===== src/core/udt_pkg.sv =====
/*
  Package for the up/down auto-reload timer: widths, reset values, mode encodings,
  the prescale ratio and the carrier structs shared by the timer files.
  Assumes nothing of its surroundings beyond a SystemVerilog tool.
*/
package udt_pkg;

  localparam int unsigned UDT_BYTE_W = 8;
  localparam int unsigned UDT_COUNT_W = 16;
  localparam int unsigned UDT_PRESCALE = 12;
  localparam int unsigned UDT_PRESCALE_W = 4;

  localparam logic [UDT_COUNT_W-1:0] UDT_COUNT_MAX = 16'hFFFF;
  localparam logic [UDT_COUNT_W-1:0] UDT_COUNT_RST = 16'h0000;
  localparam logic [UDT_BYTE_W-1:0] UDT_BYTE_RST = 8'h00;
  localparam logic [UDT_BYTE_W-1:0] UDT_BYTE_ONE = 8'h01;
  localparam logic [UDT_BYTE_W-1:0] UDT_BYTE_MAX = 8'hFF;
  localparam logic [UDT_PRESCALE_W-1:0] UDT_PRESCALE_LAST = 4'hB;
  localparam logic [UDT_PRESCALE_W-1:0] UDT_PRESCALE_ONE = 4'h1;
  localparam logic [UDT_PRESCALE_W-1:0] UDT_PRESCALE_RST = 4'h0;

  typedef enum logic [1:0] {
    UDT_MODE_RELOAD = 2'b00,
    UDT_MODE_CAPTURE = 2'b01,
    UDT_MODE_BAUD = 2'b10
  } udt_mode_t;

  // Control bits as software writes them into the control and mode registers.
  typedef struct packed {
    logic run_control_bit;
    logic count_source_select;
    logic capture_reload_select;
    logic receive_clock_select;
    logic transmit_clock_select;
    logic down_count_enable;
  } udt_ctrl_t;

  // Software write strobes for the counter bytes, reload bytes and flags.
  typedef struct packed {
    logic count_low_we;
    logic count_high_we;
    logic reload_low_we;
    logic reload_high_we;
    logic overflow_flag_we;
    logic direction_toggle_flag_we;
    logic [7:0] wdata;
    logic flag_wdata;
  } udt_wr_t;

endpackage


===== src/core/udt_prescale.sv =====
/*
  Divider that turns the oscillator clock into a one-cycle tick every twelfth cycle.
  Assumes a single clock and the asynchronous active-low reset of the timer.
*/
`timescale 1ns/1ns
`default_nettype none
module udt_prescale
  import udt_pkg::*;
(
  input wire logic clk,
  input wire logic rst_b,
  output logic tick
);

  logic [UDT_PRESCALE_W-1:0] div_reg;

  always_ff @(posedge clk or negedge rst_b) begin
    if (!rst_b) begin
      div_reg <= UDT_PRESCALE_RST;
    end else if (div_reg == UDT_PRESCALE_LAST) begin
      div_reg <= UDT_PRESCALE_RST;
    end else begin
      div_reg <= div_reg + UDT_PRESCALE_ONE;
    end
  end

  assign tick = (div_reg == UDT_PRESCALE_LAST);

endmodule
`default_nettype wire


===== src/core/udt_edge.sv =====
/*
  Falling-edge detector for the external count pin, one tick per high-to-low step.
  Assumes the pin is already synchronous to clk.
*/
`timescale 1ns/1ns
`default_nettype none
module udt_edge (
  input wire logic clk,
  input wire logic rst_b,
  input wire logic pin,
  output logic fall
);

  logic last_reg;

  always_ff @(posedge clk or negedge rst_b) begin
    if (!rst_b) begin
      // Start from the pin's resting high level, so the first fall after reset is a real one.
      last_reg <= 1'b1;
    end else begin
      last_reg <= pin;
    end
  end

  assign fall = last_reg & ~pin;

endmodule
`default_nettype wire


===== src/core/udt_timer.sv =====
/*
  Sixteen-bit up/down auto-reload timer built from two chained byte counters.
  Assumes synchronous pins, one 250 MHz clock and control bits held by the core.
*/
`timescale 1ns/1ns
`default_nettype none
module udt_timer
  import udt_pkg::*;
(
  input wire logic clk,
  input wire logic rst_b,
  input wire udt_ctrl_t ctrl,
  input wire udt_wr_t wr,
  input wire logic idle_mode,
  input wire logic external_count_pin,
  input wire logic direction_input_pin,
  output logic [UDT_BYTE_W-1:0] count_low_byte,
  output logic [UDT_BYTE_W-1:0] count_high_byte,
  output logic [UDT_BYTE_W-1:0] reload_low_register,
  output logic [UDT_BYTE_W-1:0] reload_high_register,
  output logic overflow_flag,
  output logic direction_toggle_flag,
  output logic irq_request,
  output logic [1:0] mode
);

  logic osc_tick;
  logic pin_fall;
  logic count_tick;
  logic reload_mode;
  logic count_down;
  logic [UDT_BYTE_W-1:0] low_reg;
  logic [UDT_BYTE_W-1:0] high_reg;
  logic [UDT_BYTE_W-1:0] low_next;
  logic [UDT_BYTE_W-1:0] high_next;
  logic [UDT_BYTE_W-1:0] rl_low_reg;
  logic [UDT_BYTE_W-1:0] rl_high_reg;
  logic ovf_reg;
  logic tgl_reg;
  logic wrap_up;
  logic wrap_down;
  logic wrap;
  udt_mode_t mode_sel;

  udt_prescale u_prescale (
    .clk(clk),
    .rst_b(rst_b),
    .tick(osc_tick)
  );

  udt_edge u_edge (
    .clk(clk),
    .rst_b(rst_b),
    .pin(external_count_pin),
    .fall(pin_fall)
  );

  // Idle only halts the core; nothing here looks at it, so counting goes on.
  logic idle_unused;
  assign idle_unused = idle_mode;

  always_comb begin
    if (ctrl.receive_clock_select || ctrl.transmit_clock_select) begin
      mode_sel = UDT_MODE_BAUD;
    end else if (ctrl.capture_reload_select) begin
      mode_sel = UDT_MODE_CAPTURE;
    end else begin
      mode_sel = UDT_MODE_RELOAD;
    end
  end

  assign mode = mode_sel;
  assign reload_mode = (mode_sel == UDT_MODE_RELOAD);

  // Baud and capture behaviour are not built here; those modes just hold the count.
  assign count_tick = ctrl.run_control_bit & reload_mode
    & (ctrl.count_source_select ? pin_fall : osc_tick);

  // Without down-count enable the direction pin is ignored and counting is upward.
  assign count_down = ctrl.down_count_enable & ~direction_input_pin;

  assign wrap_up = count_tick & ~count_down
    & (low_reg == UDT_BYTE_MAX) & (high_reg == UDT_BYTE_MAX);
  assign wrap_down = count_tick & count_down
    & (low_reg == rl_low_reg) & (high_reg == rl_high_reg);
  assign wrap = wrap_up | wrap_down;

  always_comb begin
    low_next = low_reg;
    high_next = high_reg;
    if (wrap_up) begin
      low_next = rl_low_reg;
      high_next = rl_high_reg;
    end else if (wrap_down) begin
      low_next = UDT_BYTE_MAX;
      high_next = UDT_BYTE_MAX;
    end else if (count_tick && !count_down) begin
      low_next = low_reg + UDT_BYTE_ONE;
      if (low_reg == UDT_BYTE_MAX) begin
        high_next = high_reg + UDT_BYTE_ONE;
      end
    end else if (count_tick) begin
      low_next = low_reg - UDT_BYTE_ONE;
      if (low_reg == UDT_BYTE_RST) begin
        high_next = high_reg - UDT_BYTE_ONE;
      end
    end
  end

  // A software byte write takes priority over counting in the same cycle.
  always_ff @(posedge clk or negedge rst_b) begin
    if (!rst_b) begin
      low_reg <= UDT_BYTE_RST;
      high_reg <= UDT_BYTE_RST;
    end else begin
      low_reg <= wr.count_low_we ? wr.wdata : low_next;
      high_reg <= wr.count_high_we ? wr.wdata : high_next;
    end
  end

  always_ff @(posedge clk or negedge rst_b) begin
    if (!rst_b) begin
      rl_low_reg <= UDT_BYTE_RST;
      rl_high_reg <= UDT_BYTE_RST;
    end else begin
      if (wr.reload_low_we) begin
        rl_low_reg <= wr.wdata;
      end
      if (wr.reload_high_we) begin
        rl_high_reg <= wr.wdata;
      end
    end
  end

  // The hardware set wins over a software clear landing in the same cycle.
  always_ff @(posedge clk or negedge rst_b) begin
    if (!rst_b) begin
      ovf_reg <= 1'b0;
    end else if (wrap) begin
      ovf_reg <= 1'b1;
    end else if (wr.overflow_flag_we) begin
      ovf_reg <= wr.flag_wdata;
    end
  end

  // Toggling only happens in up/down mode; a software write in the same cycle loses.
  always_ff @(posedge clk or negedge rst_b) begin
    if (!rst_b) begin
      tgl_reg <= 1'b0;
    end else if (wrap && ctrl.down_count_enable) begin
      tgl_reg <= ~tgl_reg;
    end else if (wr.direction_toggle_flag_we) begin
      tgl_reg <= wr.flag_wdata;
    end
  end

  assign count_low_byte = low_reg;
  assign count_high_byte = high_reg;
  assign reload_low_register = rl_low_reg;
  assign reload_high_register = rl_high_reg;
  assign overflow_flag = ovf_reg;
  assign direction_toggle_flag = tgl_reg;
  // Only the overflow flag requests service; the toggle flag is a plain count bit.
  assign irq_request = ovf_reg;

endmodule
`default_nettype wire


===== config.mk =====
export PLATFORM = sky130hd
export DESIGN_NAME = udt_timer
export DESIGN_NICKNAME = d
export VERILOG_FILES = /design/src/core/udt_pkg.sv /design/src/core/udt_prescale.sv /design/src/core/udt_edge.sv /design/src/core/udt_timer.sv
export SDC_FILE = /design/constraint.sdc
export NUM_CORES = 1
export LEC_CHECK = 0
export BUFFER_PORTS_ARGS = -buffer_cell sky130_fd_sc_hd__buf_2
export CAP_MARGIN = 20
export CORE_MARGIN = 5
export CORE_UTILIZATION = 58
export DETAILED_ROUTE_END_ITERATION = 12
export PLACE_DENSITY = 0.85
export SLEW_MARGIN = 15
export SYNTH_ARGS = -nofsm -noshare
export SYNTH_HDL_FRONTEND = slang
export SYNTH_SLANG_ARGS = --single-unit

===== constraint.sdc =====
create_clock -name clk -period 5.6 [get_ports clk]
set_clock_uncertainty 0.1 [all_clocks]
set_input_delay 0.28 -clock clk [delete_from_list [all_inputs] [get_ports clk]]
set_output_delay 0.28 -clock clk [all_outputs]
set_load 0.05 [all_outputs]

[Word-level counts from Yosys, hierarchy flattened]
Cells that the tools add are included.
Storage, ports and cells
  register bits after elaboration: 39
  bits of input ports: 26
  output and inout port bits: 37
  logic and storage cells: 66
Cells by class
  add/subtract/negate cells: 5
  equal/unequal tests: 6
  muxes and demuxes: 20
  bitwise operators: 15
  reduce and logical (&&, ||, !) cells: 12
Operators by type and width (number)
  2-to-1 mux 8 bit: 12
  adder 8 x 1 -> 8 bit, second input constant: 2
  == test 8 bit: 2
  == test 8 bit, second input constant: 2
  subtractor 8 x 1 -> 8 bit, second input constant: 2
  nonzero test 5 bit: 3
  AND 1 bit: 10
  zero test 8 bit: 1
  2-to-1 mux 1 bit: 6
  != test 5 x 4 -> 1 bit, second input constant: 1
  adder 4 x 1 -> 4 bit, second input constant: 1
  == test 4 bit, second input constant: 1
  2-to-1 mux 4 bit: 1
  inverter 1 bit: 4
  nonzero test 2 bit: 2
  AND reduction 3 bit: 1
  logical AND 1 bit: 2
  zero test 2 bit: 1
  2-to-1 mux 2 bit: 1
  zero test 1 bit: 1
  logical OR 1 bit: 1
  OR 1 bit: 1

[Longest topological paths before layout]
Gate-level depths: netlist of run 1.
  word-level depth: 11
  gate-level depth with buffers: 10
  gate-level depth less buffers: 10

[By module]
From an unflattened synthesis of run 1, not the netlist that was laid out.
Unflattened totals
  cell total of the unflattened synthesis: 279
  area total of the unflattened synthesis: 2832.7 um^2
Modules (own cells, without submodules)
  udt_timer: instances 1, cells each 263, area an instance 2618.8 um^2, sequential area each 850.8 um^2
  udt_prescale: instances 1, cells each 14, area an instance 173.9 um^2, sequential area each 100.1 um^2
  udt_edge: instances 1, cells each 2, area an instance 40.0 um^2, sequential area each 26.3 um^2

[Worst setup path after synthesis of run 1]
OpenSTA, ideal clock, no wires.
  path type: reg-to-reg
  from: reg u_prescale.div_reg[0]
  to: reg low_reg[7] (netlist: count_low_byte[7])
  setup time: 138 ps
  arrival time: 2791 ps
  path slack: 2571 ps
  stages on the path, launching flop included: 11
  path buffers: 0
  clock period less this slack: 3029 ps
  cells stage by stage: dfrtp_1 > ha_1 > and4bb_2 > o211ai_2 > ha_1 > a21oi_1 > o311ai_0 > o41ai_1 > xnor2_1 > o221ai_1 > o211ai_1
On the way
  longest elaborated chain between the ends: 9
  elaborated cells between the ends (all ways): 15
RTL lines
  start, declared: RTL line udt_prescale.sv:15  | logic [UDT_PRESCALE_W-1:0] div_reg;
  start signal, assigned: RTL line udt_prescale.sv:23  | div_reg <= div_reg + UDT_PRESCALE_ONE;
  == test 4 bit *: RTL line udt_prescale.sv:27  | assign tick = (div_reg == UDT_PRESCALE_LAST);
  2-to-1 mux 1 bit *: RTL line udt_timer.sv:77  | & (ctrl.count_source_select ? pin_fall : osc_tick);
  AND 1 bit *: RTL line udt_timer.sv:77
  AND 1 bit: RTL line udt_timer.sv:84  | assign wrap_down = count_tick & count_down
  AND 1 bit (2 in a row): RTL line udt_timer.sv:85  | & (low_reg == rl_low_reg) & (high_reg == rl_high_reg);
  2-to-1 mux 8 bit: RTL line udt_timer.sv:94  | end else if (wrap_down) begin
  2-to-1 mux 8 bit: RTL line udt_timer.sv:91  | if (wrap_up) begin
  2-to-1 mux 8 bit: RTL line udt_timer.sv:116  | low_reg <= wr.count_low_we ? wr.wdata : low_next;
  end signal, assigned: RTL line udt_timer.sv:116
  end, declared: RTL line udt_timer.sv:32  | logic [UDT_BYTE_W-1:0] low_reg;
Mark *: on every way between the ends. The rest lies on a longest branch, timed or not.
A chain may end at the register's enable or synchronous reset.

[Worst setup path after layout of run 1]
  from: reg u_prescale.div_reg[0]
  to: reg low_reg[1] (netlist: count_low_byte[1])
Same word-level chain as after synthesis.

==> impl_metrics.ini, run 1 <==
[logic_synthesis]
ys_types = 49
synth_seq_cells = 39
synth.most_common_cell = dfrtp_1
synth_nets = 318
synth_cells = 275
synthTopCellsByArea = dfrtp_1, ha_1, mux2_2
synth_area_mm2 = 0.00266
ys.warnings.count = 0
syn_avg_cell_area_um2 = 9.67
synth-main-ff-cell = dfrtp_1
yosysSeqAreaShare = 0.368
synth_commonest_cells = dfrtp_1, nand2_1, mux2_2
yosys.area.top_type = dfrtp_1
synth.top_cell.area_share = 0.358
async_flop_share = 1.00
synth-edff-count = 0

[worst_setup_path]
critPathRequiredTime_ps = 5670
crit-reg2reg-launch = u_prescale.div_reg[0]
cp_slowest_stage_delay_ps = 840
cp_num_buf_inv = 1
slowest_stage = o211ai_2
cp_max_fo = 24
reg2reg_depth = 7
r2r_end = count_low_byte[1]
crit_type = register to register
crit_arrival_ps = 3660
r2r_slack_ps = 2010
end_kind = register
cp_cell_sequence = ha_1 -> and4bb_2 -> o211ai_2 -> or4_1 -> inv_1 -> o311ai_0 -> o211ai_1
startpoint = u_prescale.div_reg[0]
worstSetupStartpointType = register
critPathTopFamily = compound AO/OA/AOI/OAI gates

[timing]
rsz0062_at_grt = false
timing.hold.ws_ps = -16.0
slew-limit-headroom = 0.293
layout_setup_ws_ps = 2010
maxSlewViolCount = 0
worst_pin_slew_ps = 1060
tns_ps = 0
min_period_over_period = 0.641
setup_viol = 0
period_needed_ps = 3590
fmax_mhz = 279
final-hold-violation-count = 38

[worst_hold_path]
hp-class = primary input to async pin

[detailed_routing]
drtPass1Iterations = 4
drc_errors = 0
maxUsedRoutingLayer = met4
routed_wl_um = 6560
wl_met3_um = 582
vias = 2367
wl_met1_um = 2800
wl_per_cell_um = 16.9
dr_wl_met2_um = 3100
vias_per_cell = 6.10
detail-route-antenna-nets = 0
drt-initial-drc-count = 135

[place]
gp_congestion = 0.858
pre_cts_slack_ps = 2030
place_hpwl_um = 4730
numPortBuffers = 61
placed_area_mm2 = 0.00299

[clock_network]
htree_levels = 2
post_cts_resized = 0
clock_path_buffers = 2
cts-root-buf = clkbuf_8
hold_buffers = 1
clkSinkCount = 39
path_clk_slew_ps = 70
cts_tree = yes
insertion_delay_ps = 310
cts_setup_buffers = 0
numCtsBuffers = 5

[floorplan]
row_count = 24
die_x_um = 77.7
core_mm2 = 0.00441
pin_count = 63
start_util = 0.602
die-area_mm2 = 0.00604
die_h_um = 77.7

[power_and_ir_drop]
peakVddDrop_v = 0.000178
power_density_mw_per_mm2 = 274
p_leak_uw = 0.00140

[flow_run]
maxCapViolations = 0

[layout]
drive_gt1_frac = 0.277
nFillCells = 355
final_net_count = 378
diodes = 0
finalInstanceArea_mm2 = 0.00309
area_growth_pct = 16.2

[grt]
antenna_found_initial = 0
grt_max_degree = 40
grt_pass1_vias = 2343
grt_pass1_wl_um = 11000
grt.overflow.total = 0
track_usage = 0.225

[outcome]
violations = negative hold slack
status = finished with violations
final cells by class:
class	instances	area, um^2	area share
clock inverter	1	5.00	0.00162
tap	52	65.1	0.0211
multi-input combinational	210	1570	0.508
timing repair buffer	64	330	0.107
sequential	39	977	0.316
inverter	15	56.3	0.0182
clock buffer	7	86.3	0.0279
worst max-delay path by stage:
stage / to / depth (start not counted)
4_1_cts: count_low_byte[1] / 7
6_report: count_low_byte[1] / 7
2_1_floorplan: count_low_byte[7] / 10
5_1_grt: count_low_byte[7] / 10
3_3_place_gp: count_low_byte[7] / 10
3_5_place_dp: count_low_byte[1] / 7
through the flow:
| stage | total power (uW) | instances | hold slack, ps | utilization |
|---|---|---|---|---|
| after floorplan | 568 | 275 | -116 | - |
| after global placement | 640 | 379 | 294 | 0.677 |
| after detailed placement | 645 | 379 | 297 | 0.677 |
| after CTS | 846 | 388 | 23.0 | 0.700 |
| after global routing | 890 | 388 | 69.9 | 0.700 |
| final | 846 | 388 | -16.0 | 0.700 |
worst register-to-register path: stages (launching register included):
cell and delay, ps:
dfrtp_1 400, ha_1 240, and4bb_2 250, o211ai_2 840, or4_1 780, inv_1 270
o311ai_0 420, o211ai_1 150
cells in the final DEF, fill, tap and decap left out, types with 3 or more instances in the layout:
cell type,instances
mux2_2,16
dfrtp_1,38
nand3_1,9
o221ai_1,10
nand2_1,26
clkbuf_8,6
nor3_1,6
a21oi_1,7
mux2i_1,4
buf_2,61
o22ai_1,8
xor2_1,15
nor2_1,11
ha_1,15
nand2b_1,4
nand4_1,5
nor4_1,4
inv_1,15
o211ai_1,7
o21ai_0,13
xnor2_1,13
a211oi_1,3
metal layers:
layer	vias to the layer above	global-route usage
met5	-	0
met4	0	0.0842
met3	9	0.0475
met2	95	0.369
met1	1126	0.291
li1	1137	-
power breakdown:
group | internal (uW) | switching, uW | total (uW)
clock | 99.4 | 104 | 203
combinational | 102 | 194 | 296
sequential | 307 | 39.8 | 347
total | 509 | 337 | 846
kinds of logic after synthesis:
kind of cell             count (synthesis)  synth area share
AND/OR/NAND/NOR                         79             0.155
AO/OA/AOI/OAI                           66             0.174
flip-flops                              39             0.368
XOR/XNOR                                28            0.0922
buffers and inverters                   26            0.0423
multiplexers                            20            0.0828
adder cells (fa/ha/maj)                 17            0.0856
Power figures use the tool's default switching activity.
==> inputs of run 2 (changes only) <==
- CORE_UTILIZATION: 58 -> 49
- PLACE_DENSITY: 0.85 -> 0.77
- clock period: 5.6 -> 2.9 ns (I/O delays scaled with it)
==> run 2 against run 1 <==
Compared with the run above: the flow now finishes without violations; cell count is 11% higher; largest power group unchanged; sequential share of layout area is 2.8 points lower; maximum frequency is 29% higher; critical path depth is 5 higher; critical endpoint is now count_high_byte[5]; sequential power is 94% higher.
==> impl_metrics.ini, run 2 (synthesis results as in run 1) <==
[grt]
grt_pass1_vias = 2480
grt_max_degree = 40
track_usage = 0.218
antenna_found_initial = 0
grt_pass1_wl_um = 12400
grt.overflow.total = 0

[power_and_ir_drop]
p_leak_uw = 0.00152
peakVddDrop_v = 0.000291
power_density_mw_per_mm2 = 487

[worst_setup_path]
critPathRequiredTime_ps = 2960
r2r_slack_ps = 120
crit_type = register to register
end_kind = register
cp_max_fo = 12
cp_cell_sequence = ha_1 -> and4bb_2 -> o211ai_4 -> buf_12 -> buf_12 -> ha_1 -> a21oi_1 -> o2111ai_1 -> xnor2_1 -> nand2_1 -> o22ai_1 -> o221ai_1
crit_arrival_ps = 2840
slowest_stage = dfrtp_1
worstSetupStartpointType = register
cp_slowest_stage_delay_ps = 390

[place]
gp_congestion = 0.896
numPortBuffers = 61
placed_cells = 412
place_hpwl_um = 5400

[detailed_routing]
vias_per_cell = 5.73
maxUsedRoutingLayer = met4
detail-route-antenna-nets = 0
wl_met1_um = 3150
vias = 2462
wl_per_cell_um = 17.3
dr_wl_met2_um = 3700
routed_wl_um = 7440
wl_met3_um = 460
drtPass1Iterations = 4
drt-initial-drc-count = 167
drc_errors = 0

[timing]
period_needed_ps = 2780
fmax_mhz = 359
final-hold-violation-count = 0
maxSlewViolCount = 0
timing.hold.ws_ps = 19.9
rsz0062_at_grt = true
tns_ps = 0
setup_viol = 0
min_period_over_period = 0.959
worst_pin_slew_ps = 882
slew-limit-headroom = 0.412

[layout]
drive_gt1_frac = 0.339
diodes = 0
final_common_cell = buf_2
nFillCells = 449
final_net_count = 402
fin_cells = 430
area_growth_pct = 27.6
final_cell_mix = buf_2, dfrtp_1, nand2_1

[worst_hold_path]
hp-class = primary input to register

[floorplan]
row_count = 26
pin_count = 63
die-area_mm2 = 0.00700
die_h_um = 83.7
core_mm2 = 0.00520
start_util = 0.511
die_x_um = 83.7

[flow_run]
maxCapViolations = 0

[clock_network]
numCtsBuffers = 5
cts_tree = yes
clkSinkCount = 39
htree_levels = 2
cts-root-buf = clkbuf_8
path_clk_slew_ps = 80
clock_path_buffers = 2
insertion_delay_ps = 290

[outcome]
status = complete, no violations
-- run 2: worst paths after layout --
path	startpoint	endpoint	cells past startpoint
worst max register to register	u_prescale.div_reg[0]	count_high_byte[5]	12
max in group asynchronous	rst_b	reload_low_register[4]	2
worst min-delay path	wr[1]	count_low_byte[0]	3
min in group asynchronous	rst_b	irq_request	2
worst min register to register	direction_toggle_flag	direction_toggle_flag	1
worst max-delay path	u_prescale.div_reg[0]	count_high_byte[5]	12
-- run 2: cell type report --
type	instances	area, um^2	share of cell area
clock buffer	7	76.3	0.0225
multi-input combinational	210	1640	0.485
inverter	15	56.3	0.0166
clock inverter	1	5.00	0.00148
sequential	39	977	0.288
timing repair buffer	88	546	0.161
tap	70	87.6	0.0258
-- run 2: power by group --
group	internal (uW)	leakage [uW]	switching [uW]
logic	229	0.00102	391
clock network	169	0.0000422	189
registers	593	0.000463	81.4
-- run 2: what timing repair did --
action	in CTS	in global routing
hold buffers	5	0
setup endpoints to repair	2	7
hold endpoints to repair	41	0
buffers inserted	2	3
gates resized for setup	6	10
pin swaps	3	6
-- run 2: per-stage QoR --
stage / utilization / worst slack (ps) / area (um^2) / power (uW)
3_5_place_dp: 0.602 / -76.8 / 3130 / 1270
5_1_grt: 0.652 / -31.5 / 3390 / 1740
6_report: 0.652 / 118 / 3390 / 1650
3_3_place_gp: 0.602 / 66.1 / 3130 / 1250
2_1_floorplan: - / 48.3 / 2670 / 1100
4_1_cts: 0.639 / 10.4 / 3330 / 1640
-- run 2: worst max-delay path: cells and delay by family (launching register included) --
kind	cells	cell delay [ps]
AO/OA/AOI/OAI	5	910
adder cells (fa/ha/maj)	2	450
flip-flops	1	390
AND/OR/NAND/NOR	2	340
buffers and inverters	2	290
XOR/XNOR	1	170
-- run 2: routing by layer --
| layer | vias to the layer above | global-route usage |
|---|---|---|
| met1 | 1174 | 0.279 |
| li1 | 1180 | - |
| met3 | 12 | 0.0385 |
| met5 | - | 0 |
| met4 | 0 | 0.0731 |
| met2 | 96 | 0.369 |
==> inputs of run 3 (changes only) <==
- RECOVER_POWER: not set -> 25
==> run 3 against run 2 <==
Compared with the run above: the run now ends with max-capacitance violations, max-slew violations left; first-iteration DRC count fell by 1.8%; clock-buffer cell count did not move; worst setup slack got worse by 1.8 ps; critical path depth did not move; combinational power barely moved; clock power barely moved; die area did not move; design area fell by 0.30%; critical path type unchanged.
==> impl_metrics.ini, run 3 (synthesis results as in run 1) <==
[floorplan]
pin_count = 63
die_h_um = 83.7
die_x_um = 83.7
die-area_mm2 = 0.00700
start_util = 0.511
row_count = 26
core_mm2 = 0.00520

[worst_setup_path]
reg2reg_depth = 12
crit_arrival_ps = 2850
r2r_slack_ps = 120
slowest_stage = dfrtp_1
r2r_end = count_high_byte[5]
crit-reg2reg-launch = u_prescale.div_reg[0]
cp_cell_sequence = ha_1 -> and4bb_2 -> o211ai_4 -> buf_12 -> buf_12 -> ha_1 -> a21oi_1 -> o2111ai_1 -> xnor2_1 -> nand2_1 -> o22ai_1 -> o221ai_1
end_kind = register
cp_slowest_stage_delay_ps = 390
critPathTopFamily = compound AO/OA/AOI/OAI gates
crit_type = register to register
cp_max_fo = 12
worstSetupStartpointType = register
cp_num_buf_inv = 2
critPathRequiredTime_ps = 2960

[grt]
antenna_found_initial = 0
busiest_layer = met2
gr-usage-met1 = 0.279
track_usage = 0.218
grt_max_degree = 40
met2_usage = 0.369
grt.overflow.total = 0
grt_pass1_wl_um = 12400
grt_pass1_vias = 2480
met3_usage = 0.0385

[clock_network]
insertion_delay_ps = 300
path_clk_slew_ps = 80
htree_levels = 2
cts_tree = yes
clkSinkCount = 39
numCtsBuffers = 5
clock_path_buffers = 2
cts-root-buf = clkbuf_8

[timing]
slew-limit-headroom = -0.420
maxSlewViolCount = 40
period_needed_ps = 2780
setup_viol = 0
worst_pin_slew_ps = 2130
rsz0062_at_grt = true
final-hold-violation-count = 0
fmax_mhz = 359
min_period_over_period = 0.960

[power_and_ir_drop]
p_seq_frac = 0.409
p_sw_uw = 662
p_int_uw = 988
power_density_mw_per_mm2 = 488
p_comb_frac = 0.374
switching_share = 0.401
power.total_uw = 1650
p_leak_uw = 0.00150
p_clk_frac = 0.218
peakVddDrop_v = 0.000291

[detailed_routing]
routed_wl_um = 7460
vias_per_cell = 5.73
detail-route-antenna-nets = 0
wl_per_cell_um = 17.4
drtPass1Iterations = 4
drc_errors = 0
vias = 2466
drt-initial-drc-count = 164

[worst_hold_path]
hp-class = primary input to register
hold_path_depth = 3
whs_endpoint = count_low_byte[0]
worstHoldStart = wr[1]

[layout]
final_cell_mix = buf_2, dfrtp_1, nand2_1
area_growth_pct = 27.2
drive_gt1_frac = 0.317
nFillCells = 455
final_net_count = 402
fin_cells = 430
diodes = 0
final_common_cell = buf_2

[outcome]
violations = max-capacitance violations, max-slew violations
status = finished with violations

[place]
placed_cells = 412
place_hpwl_um = 5400
numPortBuffers = 61
gp_congestion = 0.896

[flow_run]
maxCapViolations = 1
[run 3: final cells by class]
cell class                      instances  area (um^2)  area share
Multi-Input combinational cell        210         1640       0.486
Sequential cell                        39          977       0.289
Timing Repair Buffer                   88          536       0.158
Tap cell                               70         87.6      0.0259
Clock buffer                            7         76.3      0.0226
Inverter                               15         56.3      0.0166
Clock inverter                          1         5.00     0.00148
[run 3: metrics by stage]
stage	area (um^2)	hold WS, ps	setup TNS, ps	setup WS (ps)	utilization
2_1_floorplan	2670	-251	0	48.3	-
3_3_place_gp	3130	160	0	66.1	0.602
3_5_place_dp	3130	163	-76.8	-76.8	0.602
4_1_cts	3330	9.71	0	10.4	0.639
5_1_grt	3380	25.6	-31.5	-31.5	0.650
6_report	3380	18.5	0	116	0.650
[run 3: what timing repair did]
item | in CTS | in global routing
pin swaps | 3 | 6
resized for setup | 6 | 10
hold buffers | 5 | 0
setup buffers | 2 | 3
hold endpoints to repair | 41 | 0
endpoints found under the setup margin | 2 | 7
[run 3: worst max path at each step]
stage                                     start            endpoint  slack, ps  cells past startpoint
after floorplan           u_prescale.div_reg[0]   count_low_byte[7]         50                     10
after global placement    u_prescale.div_reg[0]  count_high_byte[6]         70                     11
after detailed placement  u_prescale.div_reg[0]   count_low_byte[7]        -80                     11
after CTS                 u_prescale.div_reg[0]  count_high_byte[6]         10                     12
after global routing      u_prescale.div_reg[1]  count_high_byte[6]        -30                     12
final                     u_prescale.div_reg[0]  count_high_byte[5]        120                     12
[run 3: worst min-delay path: cells and delay by family]
| kind | cells | cell delay (ps) |
|---|---|---|
| buffers and inverters | 1 | 120 |
| and+or+nand+nor | 2 | 110 |
[run 3: power by group through the flow]
stage          combinational (uW)  sequential, uW  clock, uW
2_1_floorplan                 263             835          0
3_3_place_gp                  576             677          0
3_5_place_dp                  588             682          0
4_1_cts                       605             673        366
5_1_grt                       664             684        388
6_report                      617             674        359
[run 3: per-layer routing]
layer | up-vias | share of wire | routed length (um)
met4 | 0 | 0.019 | 140
met5 | - | 0 | 0
li1 | 1180 | - | -
met1 | 1187 | 0.43 | 3180
met2 | 85 | 0.50 | 3710
met3 | 14 | 0.057 | 425
